$ cat src/rtl/ubr_consts.vh
// Purpose: constants for the break, turnaround and pin-function block
// Assumes: 40 MHz pclk, APB register access
// Notes: register offsets are word indexes; byte address is four times the index
`ifndef UBR_CONSTS_VH
`define UBR_CONSTS_VH
`define UBR_IDX_BREAK 8'h0a
`define UBR_IDX_TURN 8'h0b
`define UBR_IDX_PINSEL 8'h0c
`define UBR_IDX_STATUS 8'h0d
`define UBR_IDX_ERR 8'h0e
`define UBR_BREAK_RST 16'h0000
`define UBR_TURN_RST 16'h0000
`define UBR_PINSEL_RST 16'h0300
`define UBR_BREAK_FOREVER 16'hffff
`define UBR_CLK_HZ 40000000
`define UBR_TICK_MS 1
`define UBR_MS_CYCLES ((`UBR_CLK_HZ / 1000) * `UBR_TICK_MS)
`define UBR_PS_RXTOG 9
`define UBR_PS_TXTOG 8
`define UBR_PS_CLKEN 7
`define UBR_PS_DIR_HI 6
`define UBR_PS_DIR_LO 5
`define UBR_PS_DIRPIN 4
`define UBR_PS_POL 3
`define UBR_PS_MODE_HI 2
`define UBR_PS_MODE_LO 0
`define UBR_MODE_IO 3'h0
`define UBR_MODE_RTSCTS 3'h1
`define UBR_MODE_DTRDSR 3'h2
`define UBR_MODE_EN_TX 3'h3
`define UBR_MODE_EN_ADDR 3'h4
`define UBR_DSEL_IO 2'h0
`define UBR_DSEL_EN_TX 2'h1
`define UBR_DSEL_EN_ADDR 2'h2
`endif

$ cat src/rtl/ubr_line_ctrl.v
// Purpose: tx break generator, rs-485 turnaround delay and pin-function select
// Assumes: uart core supplies char-busy, bit tick, addr match and flow signals
// Notes: APB slave, word registers at index*4
// Notes: countdown reads back live; pins lag their sources by one cycle
// Notes on behaviour
// - all-ones value gives endless break
// - other values count down each millisecond
// - zero count releases the break
// - any write restarts the break command
// - finish current character before break
// - break starts within one millisecond
// - release within two character times
// - wait turnaround bit times before receive
// - bit 9 routes receive toggle pin
// - bit 8 routes transmit toggle pin
// - bit 7 drives clock on pin
// - dedicated select: io, tx, address match
// - bit 4 picks which pin carries enable
// - bit 3 sets enable polarity
// - mode: io, rts/cts, dtr/dsr
// - mode 3/4: enable on tx/address
`include "ubr_consts.vh"
module ubr_line_ctrl #(
  parameter integer MS_CYCLES = `UBR_MS_CYCLES
) (
  // clock and reset
  input wire pclk,
  input wire presetn,
  // apb slave
  input wire psel,
  input wire penable,
  input wire pwrite,
  input wire [11:0] paddr,
  input wire [31:0] pwdata,
  output wire pready,
  output reg [31:0] prdata,
  output wire pslverr,
  // uart core side
  input wire tx_char_busy,
  input wire bit_tick,
  input wire addr_match,
  input wire rts_flow,
  input wire dtr_flow,
  input wire rx_toggle,
  input wire tx_toggle,
  input wire clk_out_src,
  // gpio register outputs for pins not taken by a function
  input wire [9:0] gpio_out,
  // serial and pin outputs
  output reg tx_break,
  output reg shared_handshake_pin,
  output reg shared_pin_func,
  output reg dtr_pin,
  output reg dtr_pin_func,
  output reg dedicated_direction_pin,
  output reg dedicated_pin_func,
  output reg gpio6_pin,
  output reg gpio8_pin,
  output reg gpio9_pin
);
  reg [15:0] break_duration_count_r;
  reg [15:0] turnaround_bit_delay_r;
  reg [15:0] pin_function_select_r;
  reg [3:0] turn_cnt_r;
  reg tx_dir_r;
  reg brk_arm_r;
  reg err_r;
  wire wr_en;
  wire [9:0] idx;
  wire ms_tick;
  wire brk_req;
  wire [2:0] mode_sel;
  wire [1:0] dir_sel;
  wire en_tx_lvl;
  wire en_addr_lvl;

  // register map
  // index 0x0a break count, 0x0b turnaround, 0x0c pin select
  // index 0x0d status (read only), 0x0e reserved-code flag
  // any other index answers with pslverr and is not written

  // word index match against a register index
  function hit;
    input [9:0] a;
    input [7:0] r;
    begin
      hit = (a == {2'h0, r});
    end
  endfunction

  // applies the programmed polarity to an active-high enable
  function pol;
    input en;
    input hi;
    begin
      pol = hi ? en : ~en;
    end
  endfunction

  // apb handshake
  // no wait states: every access completes in its first access cycle
  // pslverr is combinational and only meaningful in the access phase
  // a refused write leaves every register untouched
  assign idx = paddr[11:2];
  assign pready = 1'b1;
  assign wr_en = psel & penable & pwrite;
  assign pslverr = psel & penable & ~(hit(idx, `UBR_IDX_BREAK) | hit(idx, `UBR_IDX_TURN) |
    hit(idx, `UBR_IDX_PINSEL) | hit(idx, `UBR_IDX_STATUS) | hit(idx, `UBR_IDX_ERR));

  // the prescaler restarts on every break write, so the first decrement
  // lands a full millisecond after the command; this trades a longer first
  // millisecond for a start one edge after the write when no character is in flight
  // the divider is wide enough for any core clock up to several ghz
  // and costs only a comparator per cycle
  // ms prescaler, realigned on break writes so the 1 ms bound holds
  ubr_ms_tick #(.MS_CYCLES(MS_CYCLES)) u_tick (
    .pclk(pclk),
    .presetn(presetn),
    .restart(wr_en & hit(idx, `UBR_IDX_BREAK)),
    .tick(ms_tick)
  );

  // register file
  // only the documented field widths are kept: turnaround keeps four bits and
  // pin select keeps ten; upper bits written by software read back as zero
  // the countdown runs once the break is armed, one edge after the count goes nonzero,
  // so a command written while a character is in flight loses the time spent waiting
  // the all-ones value is a hold code and is never decremented
  // write and countdown can land on the same edge: a write always wins, which is what
  // lets a new command abort the old one on the same edge
  // the reserved-code flag is sticky; if a reserved code is still present
  // when software clears it, the set wins and the flag stays up
  // register writes; countdown shares the break register
  always @(posedge pclk or negedge presetn) begin
    if (!presetn) begin
      break_duration_count_r <= `UBR_BREAK_RST;
      turnaround_bit_delay_r <= `UBR_TURN_RST;
      pin_function_select_r <= `UBR_PINSEL_RST;
      err_r <= 1'b0;
    end else begin
      if (wr_en && hit(idx, `UBR_IDX_BREAK))
        break_duration_count_r <= pwdata[15:0];
      else if (ms_tick && brk_arm_r && break_duration_count_r != `UBR_BREAK_FOREVER &&
               break_duration_count_r != 16'h0000)
        break_duration_count_r <= break_duration_count_r - 16'h0001;
      if (wr_en && hit(idx, `UBR_IDX_TURN))
        turnaround_bit_delay_r <= {12'h000, pwdata[3:0]};
      if (wr_en && hit(idx, `UBR_IDX_PINSEL))
        pin_function_select_r <= {6'h00, pwdata[9:0]};
      // sticky flag: reserved codes programmed; set wins over clear on write
      if ((mode_sel > `UBR_MODE_EN_ADDR) || (dir_sel == 2'h3))
        err_r <= 1'b1;
      else if (wr_en && hit(idx, `UBR_IDX_ERR))
        err_r <= 1'b0;
    end
  end

  // read data is captured in the setup cycle of a read, so it is stable
  // through the access phase; a read of the status word therefore reflects
  // the state one cycle before the transfer completes
  // status bits: 0 break level, 1 armed, 2 transmit direction, 3 turn count zero
  // read mux; data registered so prdata comes from flip-flops
  always @(posedge pclk or negedge presetn) begin
    if (!presetn) begin
      prdata <= 32'h0;
    end else if (psel && !penable && !pwrite) begin
      if (hit(idx, `UBR_IDX_BREAK))
        prdata <= {16'h0, break_duration_count_r};
      else if (hit(idx, `UBR_IDX_TURN))
        prdata <= {16'h0, turnaround_bit_delay_r};
      else if (hit(idx, `UBR_IDX_PINSEL))
        prdata <= {16'h0, pin_function_select_r};
      else if (hit(idx, `UBR_IDX_STATUS))
        prdata <= {28'h0, turn_cnt_r == 4'h0, tx_dir_r, brk_arm_r, tx_break};
      else if (hit(idx, `UBR_IDX_ERR))
        prdata <= {31'h0, err_r};
      else
        prdata <= 32'h0;
    end
  end

  // break generator
  // brk_req is high for any nonzero count, hold code included
  // the level is only raised between characters, so a character in flight
  // is shifted out whole; release needs no such wait because the line
  // idles high after the break anyway
  // limitation: if a character starts on the very edge that the break is
  // raised, the uart core must hold it back; this block only sees busy
  // break level: wait for the character in flight, then hold until count is zero
  assign brk_req = (break_duration_count_r != 16'h0000);
  always @(posedge pclk or negedge presetn) begin
    if (!presetn) begin
      brk_arm_r <= 1'b0;
      tx_break <= 1'b0;
    end else begin
      brk_arm_r <= brk_req;
      if (!brk_req)
        tx_break <= 1'b0;
      else if (!tx_char_busy)
        tx_break <= 1'b1;
    end
  end

  // rs-485 turnaround
  // the direction stays on transmit while a character or a break is on the
  // line and reloads the delay each cycle, so the count always starts at
  // the end of the last stop bit
  // the delay counts whole bit ticks; the first tick after busy falls may
  // come early in its bit, so the real hold can be up to one bit short
  // of the programmed delay, plus one cycle
  // transmit direction held for turnaround bit times after the last character
  always @(posedge pclk or negedge presetn) begin
    if (!presetn) begin
      tx_dir_r <= 1'b0;
      turn_cnt_r <= 4'h0;
    end else begin
      if (tx_char_busy || tx_break) begin
        tx_dir_r <= 1'b1;
        turn_cnt_r <= turnaround_bit_delay_r[3:0];
      end else if (tx_dir_r) begin
        if (turn_cnt_r == 4'h0)
          tx_dir_r <= 1'b0;
        else if (bit_tick)
          turn_cnt_r <= turn_cnt_r - 4'h1;
      end
    end
  end

  // field decode and polarity
  // the enables are built active high and then bent to the programmed
  // polarity, so both pins see the same level for the same condition
  assign mode_sel = pin_function_select_r[`UBR_PS_MODE_HI:`UBR_PS_MODE_LO];
  assign dir_sel = pin_function_select_r[`UBR_PS_DIR_HI:`UBR_PS_DIR_LO];
  assign en_tx_lvl = pol(tx_dir_r, pin_function_select_r[`UBR_PS_POL]);
  assign en_addr_lvl = pol(addr_match, pin_function_select_r[`UBR_PS_POL]);

  // every pin output is registered so that a change of pin select never
  // glitches a pin; the cost is one cycle of lag on every routed signal
  // reserved mode and direction codes fall back to gpio so that a bad
  // write cannot drive a pin that software believed was an input
  // the dtr pin carries dtr_flow only in dtr/dsr mode
  // pin function routing; func high means the pin carries an alternate function
  always @(posedge pclk or negedge presetn) begin
    if (!presetn) begin
      shared_handshake_pin <= 1'b0;
      shared_pin_func <= 1'b0;
      dtr_pin <= 1'b0;
      dtr_pin_func <= 1'b0;
      dedicated_direction_pin <= 1'b0;
      dedicated_pin_func <= 1'b0;
      gpio6_pin <= 1'b0;
      gpio8_pin <= 1'b0;
      gpio9_pin <= 1'b0;
    end else begin
      gpio9_pin <= pin_function_select_r[`UBR_PS_RXTOG] ? rx_toggle : gpio_out[9];
      gpio8_pin <= pin_function_select_r[`UBR_PS_TXTOG] ? tx_toggle : gpio_out[8];
      gpio6_pin <= pin_function_select_r[`UBR_PS_CLKEN] ? clk_out_src : gpio_out[6];
      dtr_pin <= (mode_sel == `UBR_MODE_DTRDSR) ? dtr_flow : gpio_out[2];
      dtr_pin_func <= (mode_sel == `UBR_MODE_DTRDSR);
      // shared pin always follows the mode select
      case (mode_sel)
        `UBR_MODE_RTSCTS: begin
          shared_handshake_pin <= rts_flow;
          shared_pin_func <= 1'b1;
        end
        `UBR_MODE_EN_TX: begin
          shared_handshake_pin <= en_tx_lvl;
          shared_pin_func <= 1'b1;
        end
        `UBR_MODE_EN_ADDR: begin
          shared_handshake_pin <= en_addr_lvl;
          shared_pin_func <= 1'b1;
        end
        default: begin
          shared_handshake_pin <= gpio_out[5];
          shared_pin_func <= 1'b0;
        end
      endcase
      if (!pin_function_select_r[`UBR_PS_DIRPIN]) begin
        dedicated_direction_pin <= gpio_out[7];
        dedicated_pin_func <= 1'b0;
      end else begin
        case (dir_sel)
          `UBR_DSEL_EN_TX: begin
            dedicated_direction_pin <= en_tx_lvl;
            dedicated_pin_func <= 1'b1;
          end
          `UBR_DSEL_EN_ADDR: begin
            dedicated_direction_pin <= en_addr_lvl;
            dedicated_pin_func <= 1'b1;
          end
          default: begin
            dedicated_direction_pin <= gpio_out[7];
            dedicated_pin_func <= 1'b0;
          end
        endcase
      end
    end
  end
endmodule // ubr_line_ctrl

$ cat src/rtl/ubr_ms_tick.v
// Purpose: millisecond tick prescaler from the core clock
// Assumes: pclk at the rate in the constants header
// Notes: tick is a one-cycle pulse; restart realigns the millisecond window
`include "ubr_consts.vh"
module ubr_ms_tick #(
  parameter integer MS_CYCLES = `UBR_MS_CYCLES
) (
  // clock and reset
  input wire pclk,
  input wire presetn,
  // control
  input wire restart,
  output reg tick
);
  reg [31:0] cnt_r;

  // free-running divider, restarted on a new break command
  always @(posedge pclk or negedge presetn) begin
    if (!presetn) begin
      cnt_r <= 32'h0;
      tick <= 1'b0;
    end else if (restart) begin
      cnt_r <= 32'h0;
      tick <= 1'b0;
    end else if (cnt_r == MS_CYCLES - 1) begin
      cnt_r <= 32'h0;
      tick <= 1'b1;
    end else begin
      cnt_r <= cnt_r + 32'h1;
      tick <= 1'b0;
    end
  end
endmodule // ubr_ms_tick

$ cat config.mk
export PLATFORM = sky130hd
export DESIGN_NAME = ubr_line_ctrl
export DESIGN_NICKNAME = d
export VERILOG_FILES = /design/src/rtl/ubr_line_ctrl.v /design/src/rtl/ubr_ms_tick.v
export VERILOG_INCLUDE_DIRS = /design/src /design/src/rtl
export SDC_FILE = /design/constraint.sdc
export NUM_CORES = 1
export LEC_CHECK = 0
export BUFFER_PORTS_ARGS = -buffer_cell sky130_fd_sc_hd__buf_2
export CAP_MARGIN = 10
export CORE_AREA = 5 5 101 103
export DETAILED_ROUTE_END_ITERATION = 6
export DIE_AREA = 0 0 106 108
export HOLD_SLACK_MARGIN = 0.08
export PLACE_DENSITY = 0.84
export SYNTH_ARGS = -nofsm -noshare
export SYNTH_HDL_FRONTEND = slang
export SYNTH_SLANG_ARGS = --single-unit
export TNS_END_PERCENT = 10
$ cat constraint.sdc
create_clock -name pclk -period 5.71 [get_ports pclk]
set_clock_uncertainty 0.05 [all_clocks]
set_input_delay 0.571 -clock pclk [delete_from_list [all_inputs] [get_ports pclk]]
set_output_delay 0.571 -clock pclk [all_outputs]
set_load 0.02 [all_outputs]
-- Yosys cells after proc, flatten, opt, wreduce, memory -nomap -nowiden
Index checks and enable logic that the tools add are counted.
- flip-flop bits (word level): 112
- latch bits: 0
- RAM bits: 0
- memory bits (read-only): 0
- input bits: 67
- output and inout bits: 44
- logic and storage cells: 107
- memories kept: 0
- add/sub/neg operators: 3
- multiply operators: 0
- divide/modulo/power cells: 0
- magnitude comparators: 1
- eq/ne operators: 16
- shifts and indexed selects: 0
- muxes and demuxes: 34
- bitwise gates (word level): 11
- reductions and logical operators: 22
- operators with widths (kind ; number):
    $mux W32 ; 2
    $eq A10 B4 Y1 const B ; 5
    $mux W16 ; 3
    $add A32 B1 Y32 const B ; 1
    $eq A32 B16 Y1 const B ; 1
    $mux W1 ; 20
    $mux W10 ; 2
    $mux W4 ; 5
    $ne A16 B16 Y1 const B ; 1
    $reduce_bool A16 Y1 ; 1
    $sub A16 B1 Y16 const B ; 1
    $logic_and A1 B1 Y1 ; 9
    $reduce_bool A2 Y1 ; 4
    $eq A3 B2 Y1 const B ; 2
    $and A1 B1 Y1 ; 4
    $eq A2 B2 Y1 const B ; 2
    $logic_not A4 Y1 ; 1
    $or A1 B1 Y1 ; 4
    $sub A4 B1 Y4 const B ; 1
    $eq A3 B1 Y1 const B ; 1
    $eq A3 B3 Y1 const B ; 1
    $gt A3 B3 Y1 const B ; 1
    $not A1 Y1 ; 3
    $pmux W1 S3 ; 1
    other kinds (9) ; 11

-- Longest topological paths before layout
Gate-level depths: netlist of the first run.
- depth after elaboration: 7
- depth in mapped cells: 8
- mapped depth without buffers: 7

-- Cells and area by module
A second synthesis of the first run with hierarchy kept.
- cell total of the unflattened synthesis: 515
- area total of the unflattened synthesis: 5103.6 um^2
- by module, submodules not included (module ; instances ; cells each ; area each (um^2) ; sequential area each (um^2)):
    ubr_line_ctrl ; 1 ; 323 ; 3321.9 ; 1579.0
    ubr_ms_tick ; 1 ; 192 ; 1781.7 ; 825.8

-- Worst setup path after synthesis of the first run
OpenSTA, ideal clock, no wires.
- kind: in2out
- start point: input paddr[9]
- end point: output pslverr
- data arrival time: 1.976 ns
- required time: 5.089 ns
- setup slack: 3.113 ns
- cell stages on the path: 4
- path buffers: 1
- path through: or4_1 -> clkbuf_2 -> nor4_1 -> nor4_1
- cells in the longest elaborated chain, start to end: 7
- elaborated cells on any way between the ends: 11
- those cells by class: eq/ne (5); bitwise (6)
- RTL lines (item ; RTL line ; source):
    start: declaration ; ubr_line_ctrl.v:33 ; input wire [11:0] paddr,
    $eq A10 B4 Y1 ; ubr_line_ctrl.v:87 ; hit = (a == {2'h0, r});
    $or A1 B1 Y1 (3 in a row) ; ubr_line_ctrl.v:107 ; assign pslverr = psel & penable & ~(hit(idx, `UBR_IDX_BREAK) | hit(idx, `UBR_IDX_TURN) |
    $or A1 B1 Y1 (*) ; ubr_line_ctrl.v:107 ;
    $not A1 Y1 (*) ; ubr_line_ctrl.v:107 ;
    $and A1 B1 Y1 (*) ; ubr_line_ctrl.v:107 ;
    end: declaration ; ubr_line_ctrl.v:37 ; output wire pslverr,
Mark *: on every way between the ends. The rest lies on a longest branch, timed or not.

-- Worst setup path after layout of the first run
Ends and elaborated chain as after synthesis.

==> results.md, run 1 <==
- Status: finished clean
- Distinct cell type count after synthesis: 55
- Starting Density: 58.0%
- Hold buffer count at CTS: 0
- Worst VDD drop: 220 µV
- Die area: 11400 µm²
- Core area: 9110 µm²
- Part of the cycle the worst path needs: 54.7%
- Vias in the first global route: 4484
- Clock-pin slew on the worst setup and hold paths: 0.11 ns
- Post-Syn Instances: 537
- Ys Warns: 0
- Final WL: 12800 µm
- Ant diodes: 0
- Most frequent cells in the layout: 94 x dfrtp_1, 70 x buf_2, 32 x nor3_1
- Std cell rows: 35
- Grt total ovfl: 0
- Drt wl/cell: 18.2 µm
- Commonest non-fill, non-tap cell in the layout: dfrtp_1
- First-pass GRT wire length: 21100 µm
- Post-DP HPWL: 8790 µm
- PD cells: 243 nW/µm²
- Final hold vios: 0
- IO Pins: 111
- Final setup vio count: 0
- Via count: 4581
- Psw: 0.366 mW
- Slew Limit Fails: 0
- Relative slew slack: 32.9%
- DRC Markers: 0
- RSZ-0062 raised after global routing: false
- DR vias/cell: 6.49
- Initial antenna violation count: 0
- Minimum clock period: 3.13 ns
- Slowest CP cell: nor4_1
- Reg power frac: 52.5%
- CTS buffer count: 9
- Area grow syn2layout: 10.8%
- Post CTS Setup Buffer Count: 0
- Hold Crit Class: primary input to async pin
- CP Class: primary input to output pin
- Comb pwr share: 9.3%
- Max Cap Violations: 0
- Chip width: 106 µm
- Number of synthesized flops with an enable pin: 0
- 1st-iter DRT viols: 240
- CTS resizes: 0
- Clk buf depth: 2
- FMAX: 0.320 GHz
- CP arrival: 2.50 ns
- Clock sinks: 96
- Power share of the clock group: 38.2%
- Seq cells post-synth: 96
- Die height: 108 µm
- Post-synthesis async set-or-reset flop share: 100%
- Layout cells sized above 1: 21.7%
- TNS Setup: 0 ns
- Min Hold Slack: 0.0653 ns
- Int Pwr: 1.06 mW
- Setup crit end kind: output pin
- Synth Area per Inst: 9.84 µm²
- Largest net degree at the start of global routing: 64
- GP Congestion: 0.891
- Pleak: 2.44 nW
- TritonRoute pass-1 iters: 5
- Post-route ant nets: 0
- Startpoint types: primary input
- Switch share: 25.7%
- CP max FO: 6
- Worst EP required: 5.09 ns
- Worst skew pair latency: 0.38 ns
- Worst-margin pin slew: 1.00 ns
- CTS Root Cell: clkbuf_8
- Main synth FF type: dfrtp_1
- Seq/Total Area, Yosys: 45.5%
- TritonCTS clock tree: built
- H-Tree Depth: 3
- Layout net count: 664
- Syn Std Cell Area: 5280 µm²
- Critical path, cell by cell: buf_2, or4_1, nor4_1, nor4_1, buf_2
- Largest stage delay, worst path: 0.84 ns
- PortBufs: 71
- All-Layer GR Usage: 22.6%
-- cells in the mapped netlist (4+ instances only) --
master / instances / area share [%]
a211oi_1: 21 / 3.0
a21oi_1: 7 / 0.66
a221o_1: 4 / 0.76
a221oi_1: 6 / 0.99
a31oi_1: 17 / 2.0
and2_1: 4 / 0.47
and3_1: 4 / 0.47
and4_1: 6 / 0.99
buf_2: 6 / 0.57
buf_4: 18 / 2.6
clkbuf_1: 23 / 1.6
dfrtp_1: 94 / 45
ha_1: 7 / 1.7
inv_1: 18 / 1.3
mux2_2: 19 / 4.1
mux2i_1: 6 / 1.1
nand2_1: 29 / 2.1
nand3_1: 24 / 2.3
nand4_1: 16 / 1.9
nor2_1: 22 / 1.6
nor3_1: 33 / 3.1
nor3b_1: 4 / 0.57
nor4_1: 13 / 1.5
o21ai_0: 14 / 1.3
o31ai_1: 27 / 3.8
or3_1: 11 / 1.3
or4_1: 27 / 3.8
xnor2_1: 7 / 1.2
xor2_1: 8 / 1.3
-- kinds of logic (layout without fill, tap and decap cells) --
family | Yosys count | count (layout) | share of synthesized area, %
simple gates | 216 | 216 | 23.7
compound gates | 107 | 107 | 14.5
flops | 96 | 96 | 45.5
buf+inv | 69 | 112 | 6.82
mux | 25 | 25 | 5.19
xor+xnor | 15 | 15 | 2.49
fa+ha+maj | 7 | 7 | 1.66
other cells | 2 | 17 | 0.142
-- state kept, by name (all words and copies together), names as in the netlist, 4 cells and up --
name / count
u_tick.cnt_r: 32
break_duration_count_r: 16
prdata: 16
pin_function_select_r: 10
turn_cnt_r: 4
turnaround_bit_delay_r: 4
-- power by group through the flow --
stage	sequential [mW]	combinational (mW)	clock, mW
2_1_floorplan	0.764	0.0742	0
4_1_cts	0.746	0.133	0.547
6_report	0.746	0.132	0.544
3_5_place_dp	0.759	0.132	0
5_1_grt	0.751	0.147	0.577
3_3_place_gp	0.755	0.127	0
-- final cells by class --
class | instances | area, µm²
fillers | 753 | 3250
flip-flops and latches | 96 | 2400
well taps | 111 | 139
clock inverters | 6 | 116
inverters | 18 | 67.6
clock buffers | 10 | 128
repair buffers | 78 | 418
multi-input cells | 387 | 2580
-- critical path, delay by kind of cell --
family,cells,cell delay [ns]
and+or+nand+nor,3,1.63
buffers and inverters,2,0.30
-- layer usage --
metal	routed length, µm	track usage [%]	vias to the layer above	part of all wire (%)
met2	6590	40.8	176	51
met4	222	7.59	0	1.7
met5	0	0	-	0
met1	5150	27.1	2241	40
li1	-	-	2131	-
met3	875	4.60	33	6.8
-- metrics by stage --
step / instances / util (%) / power, mW / setup slack (ns) / area [µm²]
floorplan: 552 / - / 0.838 / 3.11 / 5340
global placement: 689 / 61.4 / 0.882 / 2.30 / 5600
detailed placement: 689 / 61.4 / 0.891 / 2.20 / 5600
CTS: 705 / 64.1 / 1.43 / 2.56 / 5840
global route: 706 / 64.3 / 1.48 / 2.51 / 5850
finish: 706 / 64.3 / 1.42 / 2.58 / 5850
-- final timing paths --
path,start,cells after the start,slack (ns),to
worst min-delay path,presetn,1,0.07,gpio9_pin$_DFF_PN0_
min in group pclk,tx_char_busy,2,0.34,tx_break$_DFFE_PN0P_
worst max-delay path,paddr[9],5,2.58,pslverr
max in group asynchronous,presetn,2,4.37,u_tick.cnt_r[5]$_DFF_PN0_
worst max register to register,u_tick.cnt_r[13]$_DFF_PN0_,4,3.08,u_tick.cnt_r[21]$_DFF_PN0_
worst min register to register,prdata[14]$_DFFE_PN0P_,2,0.43,prdata[14]$_DFFE_PN0P_
(Power assumes the default switching activity.)
==> inputs of run 2 (changes only) <==
--- a/config.mk
+++ b/config.mk
@@ -8,11 +8,11 @@
 export LEC_CHECK = 0
 export BUFFER_PORTS_ARGS = -buffer_cell sky130_fd_sc_hd__buf_2
 export CAP_MARGIN = 10
-export CORE_AREA = 5 5 101 103
+export CORE_AREA = 5 5 105 107
 export DETAILED_ROUTE_END_ITERATION = 6
-export DIE_AREA = 0 0 106 108
+export DIE_AREA = 0 0 110 112
 export HOLD_SLACK_MARGIN = 0.08
-export PLACE_DENSITY = 0.84
+export PLACE_DENSITY = 0.78
 export SYNTH_ARGS = -nofsm -noshare
 export SYNTH_HDL_FRONTEND = slang
 export SYNTH_SLANG_ARGS = --single-unit
==> constraint.sdc (replaced) <==
create_clock -name pclk -period 3 [get_ports pclk]
set_clock_uncertainty 0.05 [all_clocks]
set_input_delay 0.3 -clock pclk [delete_from_list [all_inputs] [get_ports pclk]]
set_output_delay 0.3 -clock pclk [all_outputs]
set_load 0.02 [all_outputs]
==> run 2 against run 1 <==
Count of clock-buffer cells in the layout stayed put; non-clock buffer count is 10 higher; critical path depth stayed put; sequential share of layout area is 0.52 points lower; via count is 3.0% lower; flip-flop and latch count stayed put; worst hold slack better by 0.035 ns; clock power is 59% higher; critical path type is now flip-flop to flip-flop.
==> results.md, run 2 (synthesized netlist as in run 1, its figures left out) <==
- Post-route ant nets: 0 (unchanged)
- Most frequent cells in the layout: 94 x dfrtp_1, 70 x buf_2, 32 x nor3_1
- Slowest CP cell: or4_1
- Relative slew slack: 48.7% (+16 points)
- Layout net count: 674 (+1.5%)
- Startpoint types: flip-flop
- Placed cell area: 5710 µm² (+2.1%)
- Min Hold Slack: 0.100 ns (+0.0348 ns)
- FF-to-FF Start: u_tick.cnt_r[0]$_DFF_PN0_
- Critical path, cell by cell: ha_1, and4_1, nand3_1, or4_1, a211oi_1
- Non-Filler Instances: 741 (+5.0%)
- PD cells: 428 nW/µm² (+76%)
- Initial antenna violation count: 0 (unchanged)
- Chip width: 110 µm (+3.8%)
- TNS Setup: 0 ns (unchanged)
- IO Pins: 111 (unchanged)
- CP max FO: 13 (+7)
- Worst skew pair latency: 0.37 ns (about the same)
- DR vias/cell: 6.00 (-7.6%)
- TritonCTS clock tree: built
- Worst hold start: gpio_out[9]
- Grt total ovfl: 0 (unchanged)
- Vias in the first global route: 4286 (-4.4%)
- Post-DP HPWL: 8820 µm (+0.37%)
- Core area: 10000 µm² (+10%)
- Status: finished clean
- Part of the cycle the worst path needs: 79.4%
- Biggest registers after layout: u_tick.cnt_r: 32 flops, break_duration_count_r: 16 flops, prdata: 16 flops
- Minimum clock period: 2.38 ns
- Largest stage delay, worst path: 0.63 ns (-0.21 ns)
- GP Congestion: 0.919 (+3.1%)
- H-Tree Depth: 3 (unchanged)
- Fin area: 5930 µm² (+1.3%)
- Layout cells sized above 1: 22.8% (+1.1 points)
- Slew Limit Fails: 0 (unchanged)
- Starting Density: 52.6% (-5.4 points)
- All-Layer GR Usage: 20.1% (-2.5 points)
- Largest net degree at the start of global routing: 61 (-4.7%)
- Final setup vio count: 0 (unchanged)
- First-pass GRT wire length: 20100 µm (-5.0%)
- Worst EP required: 3.23 ns (-1.86 ns)
- CTS Root Cell: clkbuf_8
- Worst-margin pin slew: 0.770 ns (-0.232 ns)
- PortBufs: 71 (unchanged)
- CTS buffer count: 9 (unchanged)
- Die height: 112 µm (+3.7%)
- Critical path launch point: u_tick.cnt_r[0]$_DFF_PN0_
- Setup ws final: 0.618 ns (-1.97 ns)
- Clock sinks: 96 (unchanged)
- Commonest non-fill, non-tap cell in the layout: dfrtp_1
- CP delay by family, top: simple AND/OR/NAND/NOR gates
- Max Cap Violations: 0 (unchanged)
- Die area: 12300 µm² (+7.6%)
- Largest Register: u_tick.cnt_r
- Final hold vios: 0 (unchanged)
- Final Util: 59.0% (-5.2 points)
- CP arrival: 2.61 ns (+0.11 ns)
- Post CTS Setup Buffer Count: 0 (unchanged)
- Std cell rows: 37 (+5.7%)
- Largest register FFs: 32 (unchanged)
- 1st-iter DRT viols: 153 (-36%)
- Pleak: 2.46 nW (+1.0%)
- Placed Cells incl. Taps: 723 (+4.9%)
- Setup crit end kind: flip-flop
- Buf/Inv on CP: 0 (-2)
- Power Total: 2.54 mW (+78%)
- CP Class: flip-flop to flip-flop
- Via count: 4445 (-3.0%)
- Pre-CTS setup slack: 0.486 ns (-1.71 ns)
- Final WL: 12200 µm (-4.6%)
- Clock-pin slew on the worst setup and hold paths: 0.11 ns (about the same)
- Worst VDD drop: 360 µV (+64%)
- TritonRoute pass-1 iters: 5 (unchanged)
- Clk buf depth: 2 (unchanged)
- Area grow syn2layout: 12.2%
- Drt wl/cell: 16.5 µm (-9.1%)
- Hold Crit Class: primary input to flip-flop
- Ant diodes: 0 (unchanged)
- FMAX: 0.420 GHz
- DRC Markers: 0 (unchanged)
- RSZ-0062 raised after global routing: false
## run 2: final cells by class
cell class,instances,area [µm²]
timing repair buffer,88,503
multi-input combinational,387,2590
clock inverter,6,68.8
sequential,96,2400
fill,862,4120
tap,136,170
clock buffer,10,128
inverter,18,67.6
## run 2: repair_timing
item / in CTS / in global routing
hold endpoints to repair: 58 / 0
hold buffers: 2 / 0
resized for setup: 0 / 0
## run 2: worst paths after layout
check / depth (start not counted) / slack (ns) / end
max: 5 / 0.62 / u_tick.cnt_r[26]$_DFF_PN0_
min: 2 / 0.10 / gpio9_pin$_DFF_PN0_
max reg2reg: 5 / 0.62 / u_tick.cnt_r[26]$_DFF_PN0_
min reg2reg: 2 / 0.43 / prdata[14]$_DFFE_PN0P_
max in group asynchronous: 3 / 1.75 / u_tick.cnt_r[10]$_DFF_PN0_
min in group asynchronous: 2 / 0.47 / prdata[11]$_DFFE_PN0P_
## run 2: where the power goes
group	switching (mW)	total (mW)	internal [mW]	leakage, nW
Clock	0.475	0.865	0.391	0.0968
Combinational	0.154	0.254	0.100	1.19
Sequential	0.0651	1.42	1.35	1.18
Total	0.693	2.54	1.84	2.46
## run 2: routing by layer
layer  GRT usage, %  share of wire [%]
met4           7.65                1.9
met1           26.4                 42
met3           3.30                5.6
met5              0                  0
met2           33.2                 50
